<file path="config.mk">
export PLATFORM = sky130hd
export DESIGN_NAME = ppw_host
export DESIGN_NICKNAME = d
export VERILOG_FILES = /design/src/hdl/ppw_fifo.v /design/src/hdl/ppw_timer.v /design/src/hdl/ppw_host.v
export VERILOG_INCLUDE_DIRS = /design/src /design/src/hdl
export SDC_FILE = /design/constraint.sdc
export NUM_CORES = 1
export LEC_CHECK = 0
export ABC_AREA = 1
export BUFFER_PORTS_ARGS = -buffer_cell sky130_fd_sc_hd__buf_2
export CAP_MARGIN = 10
export CORE_ASPECT_RATIO = 0.7
export CORE_MARGIN = 2
export CORE_UTILIZATION = 50
export DETAILED_ROUTE_END_ITERATION = 8
export PLACE_DENSITY_LB_ADDON = 0.1
export RECOVER_POWER = 50
export SLEW_MARGIN = 10
export SYNTH_ARGS = -nofsm -noshare
export SYNTH_HDL_FRONTEND = slang
export SYNTH_HIERARCHICAL = 1
export SYNTH_SLANG_ARGS = --single-unit
export TNS_END_PERCENT = 20
</file>
<file path="constraint.sdc">
create_clock -name clk -period 8.2 [get_ports clk]
set_input_delay 1.64 -clock clk [delete_from_list [all_inputs] [get_ports clk]]
set_output_delay 1.64 -clock clk [all_outputs]
set_load 0.05 [all_outputs]
</file>
<file path="src/hdl/ppw_regs.vh">
// Constants for the protected page write host controller
`ifndef PPW_REGS_VH
`define PPW_REGS_VH
`define PPW_CLK_MHZ 125
`define PPW_PAGE_BYTES 64
`define PPW_ADDR_W 13
`define PPW_PAGE_LSB 6
// Protection command sequence: addresses and data
`define PPW_CMD0_ADDR 13'h1555
`define PPW_CMD0_DATA 8'hAA
`define PPW_CMD1_ADDR 13'h0AAA
`define PPW_CMD1_DATA 8'h55
`define PPW_CMD2_ADDR 13'h1555
`define PPW_CMD2_DATA 8'hA0
// Strobe timing in ns and derived cycles
`define PPW_T_WP_NS 200
`define PPW_WP_CYC ((`PPW_T_WP_NS * `PPW_CLK_MHZ + 999) / 1000)
`define PPW_T_WPH_NS 100
`define PPW_WPH_CYC ((`PPW_T_WPH_NS * `PPW_CLK_MHZ + 999) / 1000)
`define PPW_T_ACC_NS 200
`define PPW_ACC_CYC ((`PPW_T_ACC_NS * `PPW_CLK_MHZ + 999) / 1000)
`define PPW_T_OEHP_NS 150
`define PPW_OEHP_CYC ((`PPW_T_OEHP_NS * `PPW_CLK_MHZ + 999) / 1000)
// Byte load window in us, longest time, rounded down
`define PPW_T_BLC_US 100
`define PPW_BLC_CYC (`PPW_T_BLC_US * `PPW_CLK_MHZ)
// Internal program time in ms
`define PPW_T_WC_MS 10
`define PPW_WC_CYC (`PPW_T_WC_MS * 1000 * `PPW_CLK_MHZ)
`endif

</file>
<file path="src/hdl/ppw_fifo.v">
// Data FIFO between the user side and the page loader
`timescale 1ns/1ps
module ppw_fifo #(
  parameter WIDTH = 8,
  parameter DEPTH = 32,
  parameter AW = 5
) (
  input wire clk,
  input wire rst_n,
  input wire [WIDTH-1:0] in_data,
  input wire in_valid,
  output wire in_ready,
  output wire [WIDTH-1:0] out_data,
  output wire out_valid,
  input wire out_ready,
  output wire [AW:0] level
);
  reg [WIDTH-1:0] mem_r [0:DEPTH-1];
  reg [AW-1:0] wr_ptr_r;
  reg [AW-1:0] rd_ptr_r;
  reg [AW:0] cnt_r;
  wire do_wr;
  wire do_rd;
  assign in_ready = (cnt_r != DEPTH[AW:0]);
  assign out_valid = (cnt_r != {(AW+1){1'b0}});
  assign out_data = mem_r[rd_ptr_r];
  assign level = cnt_r;
  assign do_wr = in_valid && in_ready;
  assign do_rd = out_valid && out_ready;
  always @(posedge clk) begin
    if (do_wr) begin
      mem_r[wr_ptr_r] <= in_data;
    end
  end
  always @(posedge clk) begin
    if (!rst_n) begin
      wr_ptr_r <= {AW{1'b0}};
      rd_ptr_r <= {AW{1'b0}};
      cnt_r <= {(AW+1){1'b0}};
    end else begin
      if (do_wr) begin
        wr_ptr_r <= (wr_ptr_r == DEPTH[AW-1:0] - 1'b1) ? {AW{1'b0}} : wr_ptr_r + 1'b1;
      end
      if (do_rd) begin
        rd_ptr_r <= (rd_ptr_r == DEPTH[AW-1:0] - 1'b1) ? {AW{1'b0}} : rd_ptr_r + 1'b1;
      end
      if (do_wr && !do_rd) begin
        cnt_r <= cnt_r + 1'b1;
      end else if (do_rd && !do_wr) begin
        cnt_r <= cnt_r - 1'b1;
      end
    end
  end
endmodule

</file>
<file path="src/hdl/ppw_timer.v">
// Loadable down counter with a done flag
`timescale 1ns/1ps
module ppw_timer #(
  parameter W = 24
) (
  input wire clk,
  input wire rst_n,
  input wire load,
  input wire [W-1:0] value,
  output wire done
);
  reg [W-1:0] cnt_r;
  assign done = (cnt_r == {W{1'b0}});
  always @(posedge clk) begin
    if (!rst_n) begin
      cnt_r <= {W{1'b0}};
    end else if (load) begin
      cnt_r <= value;
    end else if (!done) begin
      cnt_r <= cnt_r - 1'b1;
    end
  end
endmodule

</file>
<file path="src/hdl/ppw_host.v">
// Host controller that writes protected pages and polls completion
`timescale 1ns/1ps
`include "ppw_regs.vh"
// What this block does
// - Protection sequence opens every write
// - One to sixty-four bytes per page
// - Same page bits on every data strobe fall
// - Exact command addresses on first three
// - Output enable high during every write
// - Next byte within the load window while the stream keeps up; a lapse leads to polling and a fresh sequence
// - Output enable pulse clocks each status read
// - Only status line change is meaningful
// - Polling address held constant
module ppw_host #(
  parameter FIFO_DEPTH = 32,
  parameter BLC_CYC = `PPW_BLC_CYC,
  parameter WC_CYC = `PPW_WC_CYC
) (
  input wire clk,
  input wire rst_n,
  input wire start,
  input wire [`PPW_ADDR_W-1:0] start_addr,
  input wire [6:0] byte_count,
  output wire busy,
  output reg done_r,
  output reg timeout_r,
  input wire [7:0] wr_data,
  input wire wr_valid,
  output wire wr_ready,
  output reg [`PPW_ADDR_W-1:0] mem_addr_r,
  output reg mem_ce_n_r,
  output reg mem_oe_n_r,
  output reg mem_we_n_r,
  output reg [7:0] mem_dq_out_r,
  output reg mem_dq_oe_r,
  input wire [7:0] mem_dq_in
);
  localparam ST_IDLE = 7'h01;
  localparam ST_FILL = 7'h02;
  localparam ST_SETUP = 7'h04;
  localparam ST_LOW = 7'h08;
  localparam ST_HIGH = 7'h10;
  localparam ST_POLL = 7'h20;
  localparam ST_CMP = 7'h40;
  localparam TW = 24;
  localparam [TW-1:0] WP_CYC = `PPW_WP_CYC;
  localparam [TW-1:0] WPH_CYC = `PPW_WPH_CYC;
  localparam [TW-1:0] ACC_CYC = `PPW_ACC_CYC;
  localparam [TW-1:0] OEHP_CYC = `PPW_OEHP_CYC;
  localparam [TW-1:0] BLC_LIM = BLC_CYC;
  localparam [TW-1:0] WC_LIM = WC_CYC;

  reg [6:0] state_r;
  reg [6:0] state_nxt;
  reg [1:0] cmd_idx_r;
  reg [6:0] left_r;
  reg [5:0] col_r;
  reg [`PPW_ADDR_W-1:0] base_r;
  reg have_prev_r;
  reg [7:0] prev_r;
  reg tload;
  reg [TW-1:0] tval;
  reg wdog_load;
  reg pop;
  wire tdone;
  wire wdog_done;
  wire [7:0] f_data;
  wire f_valid;
  wire [5:0] f_level;
  wire in_cmd;

  ppw_fifo #(.WIDTH(8), .DEPTH(FIFO_DEPTH), .AW(5)) u_fifo (
    .clk(clk),
    .rst_n(rst_n),
    .in_data(wr_data),
    .in_valid(wr_valid),
    .in_ready(wr_ready),
    .out_data(f_data),
    .out_valid(f_valid),
    .out_ready(pop),
    .level(f_level)
  );
  ppw_timer #(.W(TW)) u_step (
    .clk(clk),
    .rst_n(rst_n),
    .load(tload),
    .value(tval),
    .done(tdone)
  );
  ppw_timer #(.W(TW)) u_wdog (
    .clk(clk),
    .rst_n(rst_n),
    .load(wdog_load),
    .value(WC_LIM),
    .done(wdog_done)
  );

  assign busy = (state_r != ST_IDLE);
  assign in_cmd = (cmd_idx_r != 2'd3);

  // Next strobe address and data
  function [`PPW_ADDR_W+7:0] cmd_word;
    input [1:0] idx;
    begin
      case (idx)
        2'd0: cmd_word = {`PPW_CMD0_ADDR, `PPW_CMD0_DATA};
        2'd1: cmd_word = {`PPW_CMD1_ADDR, `PPW_CMD1_DATA};
        default: cmd_word = {`PPW_CMD2_ADDR, `PPW_CMD2_DATA};
      endcase
    end
  endfunction

  always @* begin
    state_nxt = state_r;
    tload = 1'b0;
    tval = {TW{1'b0}};
    wdog_load = 1'b0;
    pop = 1'b0;
    case (state_r)
      ST_IDLE: begin
        if (start && byte_count != 7'd0 && byte_count <= `PPW_PAGE_BYTES) begin
          state_nxt = ST_FILL;
        end
      end
      ST_FILL: begin
        // Whole page, or 32 bytes if larger, buffered first; a stalled stream can still let the load window lapse
        if ({1'b0, f_level} >= left_r || f_level == 6'd32) begin
          state_nxt = ST_SETUP;
        end
      end
      ST_SETUP: begin
        if (in_cmd || f_valid) begin
          state_nxt = ST_LOW;
          tload = 1'b1;
          tval = WP_CYC;
        end else if (tdone) begin
          // Window lapsed: device now programs what was loaded so far
          state_nxt = ST_POLL;
          tload = 1'b1;
          tval = ACC_CYC;
          wdog_load = 1'b1;
        end
      end
      ST_LOW: begin
        if (tdone) begin
          state_nxt = ST_HIGH;
          tload = 1'b1;
          tval = WPH_CYC;
          pop = !in_cmd;
        end
      end
      ST_HIGH: begin
        if (tdone) begin
          if (in_cmd || left_r != 7'd0) begin
            state_nxt = ST_SETUP;
            tload = 1'b1;
            tval = BLC_LIM - WP_CYC - WPH_CYC;
          end else begin
            state_nxt = ST_POLL;
            tload = 1'b1;
            tval = ACC_CYC;
            wdog_load = 1'b1;
          end
        end
      end
      ST_POLL: begin
        if (tdone) begin
          state_nxt = ST_CMP;
          tload = 1'b1;
          tval = OEHP_CYC;
        end
      end
      ST_CMP: begin
        if (tdone) begin
          state_nxt = ST_POLL;
          tload = 1'b1;
          tval = ACC_CYC;
        end
      end
      default: begin
        state_nxt = ST_IDLE;
      end
    endcase
  end

  always @(posedge clk) begin
    if (!rst_n) begin
      state_r <= ST_IDLE;
      cmd_idx_r <= 2'd0;
      left_r <= 7'd0;
      col_r <= 6'd0;
      base_r <= {`PPW_ADDR_W{1'b0}};
      have_prev_r <= 1'b0;
      prev_r <= 8'h00;
      done_r <= 1'b0;
      timeout_r <= 1'b0;
      mem_addr_r <= {`PPW_ADDR_W{1'b0}};
      mem_ce_n_r <= 1'b1;
      mem_oe_n_r <= 1'b1;
      mem_we_n_r <= 1'b1;
      mem_dq_out_r <= 8'h00;
      mem_dq_oe_r <= 1'b0;
    end else begin
      state_r <= state_nxt;
      done_r <= 1'b0;
      case (state_r)
        ST_IDLE: begin
          if (state_nxt == ST_FILL) begin
            cmd_idx_r <= 2'd0;
            left_r <= byte_count;
            base_r <= start_addr;
            col_r <= start_addr[5:0];
            timeout_r <= 1'b0;
          end
        end
        ST_SETUP: begin
          if (state_nxt == ST_LOW) begin
            // Output enable held high across the write strobe
            mem_oe_n_r <= 1'b1;
            mem_ce_n_r <= 1'b0;
            mem_we_n_r <= 1'b0;
            mem_dq_oe_r <= 1'b1;
            if (in_cmd) begin
              {mem_addr_r, mem_dq_out_r} <= cmd_word(cmd_idx_r);
            end else begin
              mem_addr_r <= {base_r[`PPW_ADDR_W-1:`PPW_PAGE_LSB], col_r};
              mem_dq_out_r <= f_data;
            end
          end else if (state_nxt == ST_POLL) begin
            // Wait out the program cycle before loading the rest
            have_prev_r <= 1'b0;
            mem_addr_r <= {base_r[`PPW_ADDR_W-1:`PPW_PAGE_LSB], col_r - 6'd1};
            mem_ce_n_r <= 1'b0;
            mem_oe_n_r <= 1'b0;
          end
        end
        ST_LOW: begin
          if (tdone) begin
            mem_we_n_r <= 1'b1;
            mem_ce_n_r <= 1'b1;
            if (in_cmd) begin
              cmd_idx_r <= cmd_idx_r + 2'd1;
            end else begin
              left_r <= left_r - 7'd1;
              col_r <= col_r + 6'd1;
            end
          end
        end
        ST_HIGH: begin
          mem_dq_oe_r <= 1'b0;
          if (tdone && state_nxt == ST_POLL) begin
            have_prev_r <= 1'b0;
            // Fixed polling address for every status read
            mem_addr_r <= {base_r[`PPW_ADDR_W-1:`PPW_PAGE_LSB], col_r - 6'd1};
            mem_ce_n_r <= 1'b0;
            mem_oe_n_r <= 1'b0;
          end
        end
        ST_POLL: begin
          if (tdone) begin
            mem_oe_n_r <= 1'b1;
            have_prev_r <= 1'b1;
            prev_r <= mem_dq_in;
            // Two reads in a row with equal bit 6 mean the cycle has ended
            if (have_prev_r && prev_r[6] == mem_dq_in[6]) begin
              mem_ce_n_r <= 1'b1;
              if (left_r != 7'd0) begin
                // Device relocked; rest of the page needs a fresh sequence
                state_r <= ST_FILL;
                cmd_idx_r <= 2'd0;
              end else begin
                state_r <= ST_IDLE;
                done_r <= 1'b1;
              end
            end else if (wdog_done) begin
              state_r <= ST_IDLE;
              mem_ce_n_r <= 1'b1;
              done_r <= 1'b1;
              timeout_r <= 1'b1;
            end
          end
        end
        ST_CMP: begin
          if (tdone) begin
            mem_oe_n_r <= 1'b0;
          end
        end
        default: begin
          mem_ce_n_r <= 1'b1;
        end
      endcase
    end
  end
endmodule

</file>
Yosys cells after proc, flatten, opt, wreduce, memory -nomap -nowiden. Memories as Yosys holds them, arrays and structs flattened. A register that Yosys moved wholly into a read port is not among the register bits. Index checks and enable logic that the tools add are counted.

Memories kept: 1. Register bits: 134. Word-level logic and storage cells: 204. Memory bits (writable): 256. Output and inout port bits: 29.

Memories: u_fifo.mem_r (words 32, bits a word 8, rd ports 1, clocked after Yosys merged registers in 1, write ports 1, RTL line ppw_fifo.v:18) `reg [WIDTH-1:0] mem_r [0:DEPTH-1];`.

Add/sub/neg operators: 10. $lt $le $gt $ge: 2. Reductions and logical operators: 44. Multiplexer cells: 88. Equal/unequal tests: 36. Bitwise logic cells: 2.

Operators with widths (count): 7-bit 2-to-1 mux (14); 14-bit case mux with 5 select lines (1); 13-bit 2-to-1 mux (4); 7-bit case mux with 7 select lines (1); 24-bit zero test (2); 24-bit 2-to-1 mux (2); 24-bit by 1-bit subtractor with 24-bit output (second input constant) (2); 21-bit 2-to-1 mux (2); 21-bit case mux with 2 select lines (1); 6-bit 2-to-1 mux (6); 5-bit 2-to-1 mux (7); 2-bit inequality test (second input constant) (15); 14-bit 2-to-1 mux (2); 1-bit 2-to-1 mux (27); 13-bit case mux with 2 select lines (1); 5-bit AND reduction (3); 7-bit by 2-bit equality test with 1-bit output (second input constant) (2); 7-bit by 4-bit equality test with 1-bit output (second input constant) (2); 7-bit by 6-bit equality test with 1-bit output (second input constant) (2); 2-bit 2-to-1 mux (7); 7-bit case mux with 2 select lines (1); 7-bit nonzero test (2); 6-bit by 1-bit adder with 6-bit output (second input constant) (2); 6-bit case mux with 2 select lines (1); other kinds (42) (73).

Logic depth before layout (Yosys ltp). Gate-level depths: netlist of the first run.

Depth after elaboration: 9. Gate-level depth with buffers: 21. Depth with buffers taken out: 20.

Hierarchy. Netlist of the first run, hierarchy kept.

Modules (own cells, without submodules): ppw_fifo (cells an instance 1053, area each 11732.5 um^2, times used 1); ppw_host (cells an instance 508, area each 3538.4 um^2, times used 1); ppw_timer (cells an instance 266, area each 1605.3 um^2, times used 2).

Worst setup path before layout of the first run. No wires, ideal clock.

Kind: in2reg. From: input wr_valid. To: register u_fifo.cnt_r[4], in the netlist u_fifo/level[4]. Slack: 5.045 ns. Cell stages on the path: 10. Data arrival time: 3.039 ns. Data required time: 8.085 ns. Path through: nand2_1 inv_1 ha_1 inv_1 ha_1 a21oi_1 o21ai_0 xor2_1 o21ai_0 inv_1.

Word-level cells in the longest chain between the ends: 4.

Ends and longest elaborated chain: start: declaration (RTL line ppw_host.v:28) `input wire wr_valid,`; 1-bit logical AND (*) (RTL line ppw_fifo.v:28) `assign do_wr = in_valid && in_ready;`; via u_fifo.do_wr (RTL line ppw_fifo.v:22) `wire do_wr;`; 1-bit zero test (RTL line ppw_fifo.v:49) `end else if (do_rd && !do_wr) begin`; 1-bit logical AND (RTL line ppw_fifo.v:49); 2-bit nonzero test (no source line); end signal: assignment (RTL line ppw_fifo.v:39) `cnt_r <= {(AW+1){1'b0}};`; end signal: assignment (RTL line ppw_fifo.v:48) `cnt_r <= cnt_r + 1'b1;`; end signal: assignment (RTL line ppw_fifo.v:50) `cnt_r <= cnt_r - 1'b1;`; end: declaration (RTL line ppw_fifo.v:21) `reg [AW:0] cnt_r;`.

The timed path passes the listed nets; every way through them passes the cells marked *. A chain may end at the register's enable or synchronous reset.

Worst setup path in the final report of the first run. Ends and elaborated chain as after synthesis.

==> metrics.yaml, run 1 <==
logic_synthesis:
  synth.cell_area_mm2: 0.0185
  synth.area.mux_share_pct: 0
  synthSimpleGateAreaFrac_pct: 28.6
  synth_compound_area_share_pct: 5.72
  synthXorXnorAreaFrac_pct: 1.80
  yosysUniqueCellTypes: 48
  synth_area_per_cell_um2: 8.83
  syn_inst: 2093
  ys.warnings.count: 6
  synth_adder_area_share_pct: 2.21
  ys_seq_elements: 383
  yosysSeqAreaShare_pct: 55.4
  synth_top_family_by_area: "simple AND/OR/NAND/NOR gates"
final_layout:
  fin_cells: 2674
  layout-drive-gt1-share_pct: 9.66
  area_growth_syn_to_layout_pct: 10.3
  ff_latch_area_mm2: 0.0102
  multi_input_comb_area_mm2: 0.00730
  num_antenna_cells: 0
  fin_nets: 2236
  fill_cells: 3320
global_routing:
  grt_pass1_vias: 13000
  antenna_found_initial: 0
  grt_use_total_pct: 24.9
  grt_max_degree: 72
  grt_overflow: 0
  grt_first_pass_wirelength_um: 73900
routing:
  post_drt_wl_per_cell_um: 17.5
  detailroute.via_count: 14300
  drtPass1Iterations: 7
  drt-total-wl_um: 46800
  dr.first_iter.drc_count: 1179
  via_per_inst: 5.36
  drc: 0
  antenna_left: 0
timing:
  post-route-period-util_pct: 60.7
  fin_hold_ws_ps: 463
  maxSlewViolCount: 306
  hold_violations: 0
  slew-limit-headroom_pct: -66.9
  fin_worst_skew_ps: 16.2
  setup_slack_ps: 3220
  timing.fmax_ghz: 0.201
  grt_setup_unrepaired: "no"
  setup_viol: 0
  tns_ps: 0
  tightestPinTransition_ps: 2500
  min_period_ps: 4980
place:
  dp_slack_ps: 4330
  place_congestion: 0.920
  dp_cells: 2600
  io_buffers: 61
  dp_hpwl_um: 29700
setup_path:
  required_ps: 8640
  critPathBufInv: 5
  start_kind: "input port"
  crit_slowest_cell: "clkbuf_1"
  crit_fanout: 41
  critPathArrivalTime_ps: 5420
  crit_type: "in -> reg"
  cpPeakStageDelay_ps: 1770
  path_delay_family: "buffers and inverters"
  critPathMostFrequentCell: "inv_1"
  crit_path_end_kind: "register"
  path_cells: "buf_2, nand2_1, clkbuf_1, inv_1, ha_1, inv_1, ha_1, a21oi_1, o21ai_0, xor2_1, o21ai_0, inv_1"
status:
  outcome: "complete, but fails checks"
  failed_checks: "capacitance limit, slew limit"
pwr:
  max-vdd-ir-drop_mv: 0.200
  total_leakage_power_nw: 8.22
  power_density_mw_per_mm2: 286
  power.share.clock_pct: 30.9
  intPower_mw: 3.81
  p_switching_mw: 2.03
  swShare_pct: 34.8
  pwr-share-seq_pct: 40.3
  power_mw: 5.83
  p_comb_share_pct: 28.8
clocking:
  post_cts_resized: 0
  insertion_delay_ps: 550
  numCtsBuffers: 40
  clkTransAtPathRegs_ps: 60
  numClockSinks: 383
  cts_tree: "yes"
  holdBufCountCts: 0
  h-tree-depth: 2
  cts_root_buf: "clkbuf_16"
  postCtsSetupRepairBufs: 0
  cts_buffer_depth: 3
floorplan:
  rows: 58
  initial_core_util_pct: 51.1
  die-area_mm2: 0.0385
  io_pins: 69
  fp.dieW_um: 234
  core_mm2: 0.0361
  die_y_um: 165
run:
  max_cap_violations: 9
hold_path:
  hold_class: "reg -> reg"
layer usage:
metal | vias to the layer above | share of wire (%) | track usage (%)
li1 | 7093 | - | -
met1 | 6760 | 50 | 39.4
met2 | 414 | 41 | 34.7
met3 | 58 | 7.2 | 4.63
met4 | 0 | 2.1 | 6.33
met5 | - | 0 | 0
registers in the layout, indices dropped and copies added, names as in the netlist, 6 cells and up, named ones only:
signal,cells
base_r,7
state_r,7
u_fifo/mem_r,256
u_step/cnt_r,24
u_wdog/cnt_r,24
left_r,7
mem_dq_out_r,8
col_r,6
mem_addr_r,13
u_fifo/level,6
layout make-up:
type	count	area share, %
inverters	145	2.77
well taps	480	2.95
clock buffers	47	5.30
flip-flops and latches	383	50.2
multi-input cells	1516	35.8
repair buffers	78	1.93
clock inverters	25	1.03
power by group through the flow:
stage / Sequential [mW] / Clock, mW / Combinational, mW
floorplan: 2.35 / 0 / 1.35
global placement: 2.38 / 0 / 1.64
detailed placement: 2.39 / 0 / 1.67
CTS: 2.35 / 1.84 / 1.68
global route: 2.37 / 1.92 / 1.94
finish: 2.35 / 1.80 / 1.68
per-stage QoR:
stage                     area [um2]  util [%]
after global placement         19100      52.7
after CTS                      20400      56.4
after detailed placement       19100      52.8
final                          20400      56.4
after global routing           20400      56.4
after floorplan                18600         -
placed cells by master, fill, tap and decap left out, types with 7 or more instances in the layout:
cell / instances
a21oi_1: 85
conb_1: 39
nand2_2: 12
clkinv_1: 11
nor2_2: 19
o21ai_1: 9
inv_2: 7
o21ai_0: 64
clkbuf_1: 19
clkbuf_16: 42
clkinv_2: 11
nand2_1: 659
buf_2: 54
nor3_2: 19
buf_4: 9
nor2_1: 171
edfxtp_1: 256
o21a_1: 8
nand4_1: 24
xnor2_1: 14
nor3_1: 24
inv_1: 129
a211oi_1: 7
dfxtp_1: 125
nand3_1: 266
ha_1: 31
xor2_1: 24
logic make-up (layout without fill, tap and decap cells):
group | after synthesis | count (layout)
flops | 383 | 383
compound gates | 191 | 191
fa+ha+maj | 32 | 32
xor+xnor | 38 | 38
simple gates | 1216 | 1216
other cells | 2 | 39
buf+inv | 231 | 295
worst reg2reg max path: cells and delay by family, from the launching register on:
kind | cells | cell delay [ps]
XOR/XNOR | 1 | 150
AO/OA/AOI/OAI | 3 | 400
flip-flops | 1 | 380
buffers and inverters | 4 | 2370
adder cells (fa/ha/maj) | 2 | 710
AND/OR/NAND/NOR | 3 | 480
path summary, 6_finish.rpt:
kind / start / to / slack, ps / cells after the start
max: wr_valid / u_fifo/level[4] / 3220 / 12
min: mem_dq_out_r[6] / mem_dq_out_r[6] / 460 / 2
max reg2reg: u_fifo/level[0] / u_fifo/level[4] / 3600 / 13
min reg2reg: mem_dq_out_r[6] / mem_dq_out_r[6] / 460 / 2
synth_stat cells (all sizes together):
cell type    n  share of area, %
a211oi      11              0.56
a21boi       2             0.081
a21oi       86               2.3
a22oi        2             0.081
a31oi        2             0.068
and3         2             0.068
buf         65               2.8
clkbuf      21              0.43
clkinv       5              0.17
conb         2             0.041
dfxtp      127                14
edfxtp     256                42
fa           1              0.11
ha          31               2.1
inv        140               2.9
nand2      677                14
nand2b       1             0.034
nand3      268               7.5
nand3b       2             0.081
nand4       25              0.93
nor2       196               4.5
nor3        43               1.2
nor4         1             0.034
o211ai       4              0.16
o21a         8              0.32
o21ai       76               2.1
or2          1             0.034
xnor2       14              0.66
xor2        24               1.1
Note: power is estimated with default switching activity, not from simulation.
==> inputs of run 2 (changes only) <==
ABC_AREA = 0   (was 1)
clock period = 4.48 ns   (was 8.2 ns; I/O delays follow)
==> run 2 against run 1 <==
Against the previous run: the run still ends with capacitance limit, slew limit left; clock power rose by 69%; first-iteration DRC count fell by 5.9%; synthesized cell count fell by 34%; register-to-register slack got worse by 3100 ps; area after synthesis fell by 5.4%; sequential power rose by 87%; via count fell by 21%; critical path type is now reg -> reg.
==> metrics.yaml, run 2 <==
status:
  outcome: "complete, but fails checks"
  failed_checks: "capacitance limit, slew limit"
pwr:
  max-vdd-ir-drop_mv: 0.591
  power_density_mw_per_mm2: 518
  total_leakage_power_nw: 6.64
  power_mw: 10.0
setup_path:
  ff2ff_path_depth: 13
  path_delay_family: "simple AND/OR/NAND/NOR gates"
  crit_fanout: 9
  crit_slowest_cell: "or4_4"
  crit_path_end_kind: "register"
  crit_type: "reg -> reg"
  start_kind: "register"
  crit_path_end: "u_fifo/level[5]"
  critPathBufInv: 2
  worstReg2RegEnd: "u_fifo/level[5]"
  critPathArrivalTime_ps: 4480
  worstSetupPathDepth: 13
  cpPeakStageDelay_ps: 580
  path_cells: "or4_4, nor4b_4, and3_1, inv_1, nor3_1, o31ai_4, ha_1, inv_1, ha_1, a211o_1, o221a_2, a21oi_1, nand4b_1"
  rr_startpoint: "u_step/cnt_r[11]"
  reg2reg_slack_ps: 460
  cp-startpoint: "u_step/cnt_r[11]"
  required_ps: 4940
timing:
  post-route-period-util_pct: 89.8
  fin_worst_skew_ps: 20.3
  setup_slack_ps: 459
  grt_setup_unrepaired: "no"
  timing.fmax_ghz: 0.249
  fin_hold_ws_ps: 476
  tns_ps: 0
  slew-limit-headroom_pct: -19.7
  tightestPinTransition_ps: 1800
  min_period_ps: 4020
  setup_viol: 0
  maxSlewViolCount: 166
  hold_violations: 0
final_layout:
  layout_common_cells: "edfxtp_1, dfxtp_1, nand2_1, nor2_1, mux2i_1"
  fin_cells: 1962
  fin_nets: 1532
  layout-drive-gt1-share_pct: 10.0
  ff_latch_area_mm2: 0.0102
  max_flop_register: "u_fifo/mem_r"
  fill_cells: 2911
  finalInstanceArea_mm2: 0.0193
  largest_reg_flops: 256
  final_common_cell: "edfxtp_1"
  area_growth_syn_to_layout_pct: 10.3
  reg_top3: "u_fifo/mem_r (256), u_step/cnt_r (24), u_wdog/cnt_r (24)"
  final_util_pct: 55.8
  multi_input_comb_area_mm2: 0.00682
routing:
  drt-total-wl_um: 40400
  drtPass1Iterations: 5
  antenna_left: 0
  post_drt_wl_per_cell_um: 20.6
  drc: 0
  via_per_inst: 5.80
  dr.first_iter.drc_count: 1110
  detailroute.via_count: 11400
place:
  place_area_mm2: 0.0182
  dp_cells: 1892
  io_buffers: 61
  dp_hpwl_um: 26400
  dp_slack_ps: 499
  place_congestion: 0.891
clocking:
  insertion_delay_ps: 540
  numCtsBuffers: 38
  cts_buffer_depth: 3
  cts_root_buf: "clkbuf_16"
  clkTransAtPathRegs_ps: 60
  post_cts_resized: 0
  cts_tree: "yes"
  h-tree-depth: 2
  numClockSinks: 383
  postCtsSetupRepairBufs: 0
  holdBufCountCts: 0
logic_synthesis:
  yosysUniqueCellTypes: 90
  synthTopCellsByArea: "edfxtp_1, dfxtp_1, mux2i_1, mux4_2, nand3_1"
  synth_edf_count: 256
  synth.cell_area_mm2: 0.0175
  yosysSeqAreaShare_pct: 58.5
  synthArstFlopShare_pct: 0
  synth_top_area_share_pct: 44.0
  synth_top_cells_by_count: "edfxtp_1, dfxtp_1, nand2_1"
  ys_seq_elements: 383
  yosys.area.top_type: "edfxtp_1"
  ys.flop_type: "edfxtp_1"
  synth_area_per_cell_um2: 12.6
  ys.warnings.count: 6
  yosysMostFrequentCell: "edfxtp_1"
  syn_inst: 1386
global_routing:
  grt_use_total_pct: 22.4
  antenna_found_initial: 0
  grt_first_pass_wirelength_um: 62700
  grt_pass1_vias: 10800
  grt_overflow: 0
  grt_max_degree: 74
floorplan:
  die_y_um: 160
  fp.dieW_um: 228
  die-area_mm2: 0.0365
  io_pins: 69
  rows: 57
  initial_core_util_pct: 50.5
  core_mm2: 0.0346
hold_path:
  hold_class: "reg -> reg"
run:
  max_cap_violations: 5
==> run 2: cell count changes after synthesis, sizes merged, moves of 23 or more <==
cell / previous run / this run
nor3: 43 / 19
nor2b: 0 / 23
buf: 65 / 34
nor2: 196 / 86
mux2i: 0 / 80
a22oi: 2 / 42
inv: 140 / 33
mux4: 0 / 32
a21oi: 86 / 43
nand3: 268 / 78
nand2: 677 / 96
==> run 2: area by class of cell <==
| cell class | count | area share (%) |
|---|---|---|
| antenna | 1 | 0.0130 |
| clock buffer | 47 | 5.22 |
| clock inverter | 22 | 0.798 |
| inverter | 33 | 0.655 |
| multi-input combinational | 930 | 35.3 |
| sequential | 383 | 53.1 |
| tap | 472 | 3.06 |
| timing repair buffer | 74 | 1.86 |
==> run 2: kinds of logic (layout without fill, tap and decap cells) <==
logic type	after synthesis	after routing	share of synthesized area [%]
other cells	2	40	0.0430
mux	115	115	9.20
buf+inv	110	176	3.05
fa+ha+maj	32	32	2.33
compound gates	262	262	10.9
xor+xnor	47	47	2.35
flops	383	383	58.5
simple gates	435	435	13.7
==> run 2: worst min path at each step <==
stage              startpoint              to  cells past startpoint
3_5_place_dp        left_r[5]       left_r[5]                      2
5_1_grt        mem_addr_r[10]  mem_addr_r[10]                      2
6_report            left_r[5]       left_r[5]                      2
4_1_cts             left_r[5]       left_r[5]                      2
2_1_floorplan       left_r[5]       left_r[5]                      2
3_3_place_gp        left_r[5]       left_r[5]                      2
==> run 2: tightest hold or removal path, delay by kind of cell, from the launching register on <==
kind / cells / cell delay (ps)
AOI/OAI and AO/OA: 1 / 60
and+or+nand+nor: 1 / 50
DFF: 1 / 320
==> run 2: power breakdown <==
group,internal [mW],leakage [nW],switching (mW)
Sequential,4.07,3.34,0.319
Clock,1.71,0.570,1.33
Combinational,1.07,2.73,1.49
==> run 2: metal layers <==
layer / GRT usage, % / up-vias / share of wire, %
met5: 0 / - / 0
met4: 5.85 / 0 / 2.1
met3: 4.68 / 51 / 6.4
met2: 30.8 / 325 / 41
met1: 35.7 / 5589 / 50
li1: - / 5405 / -
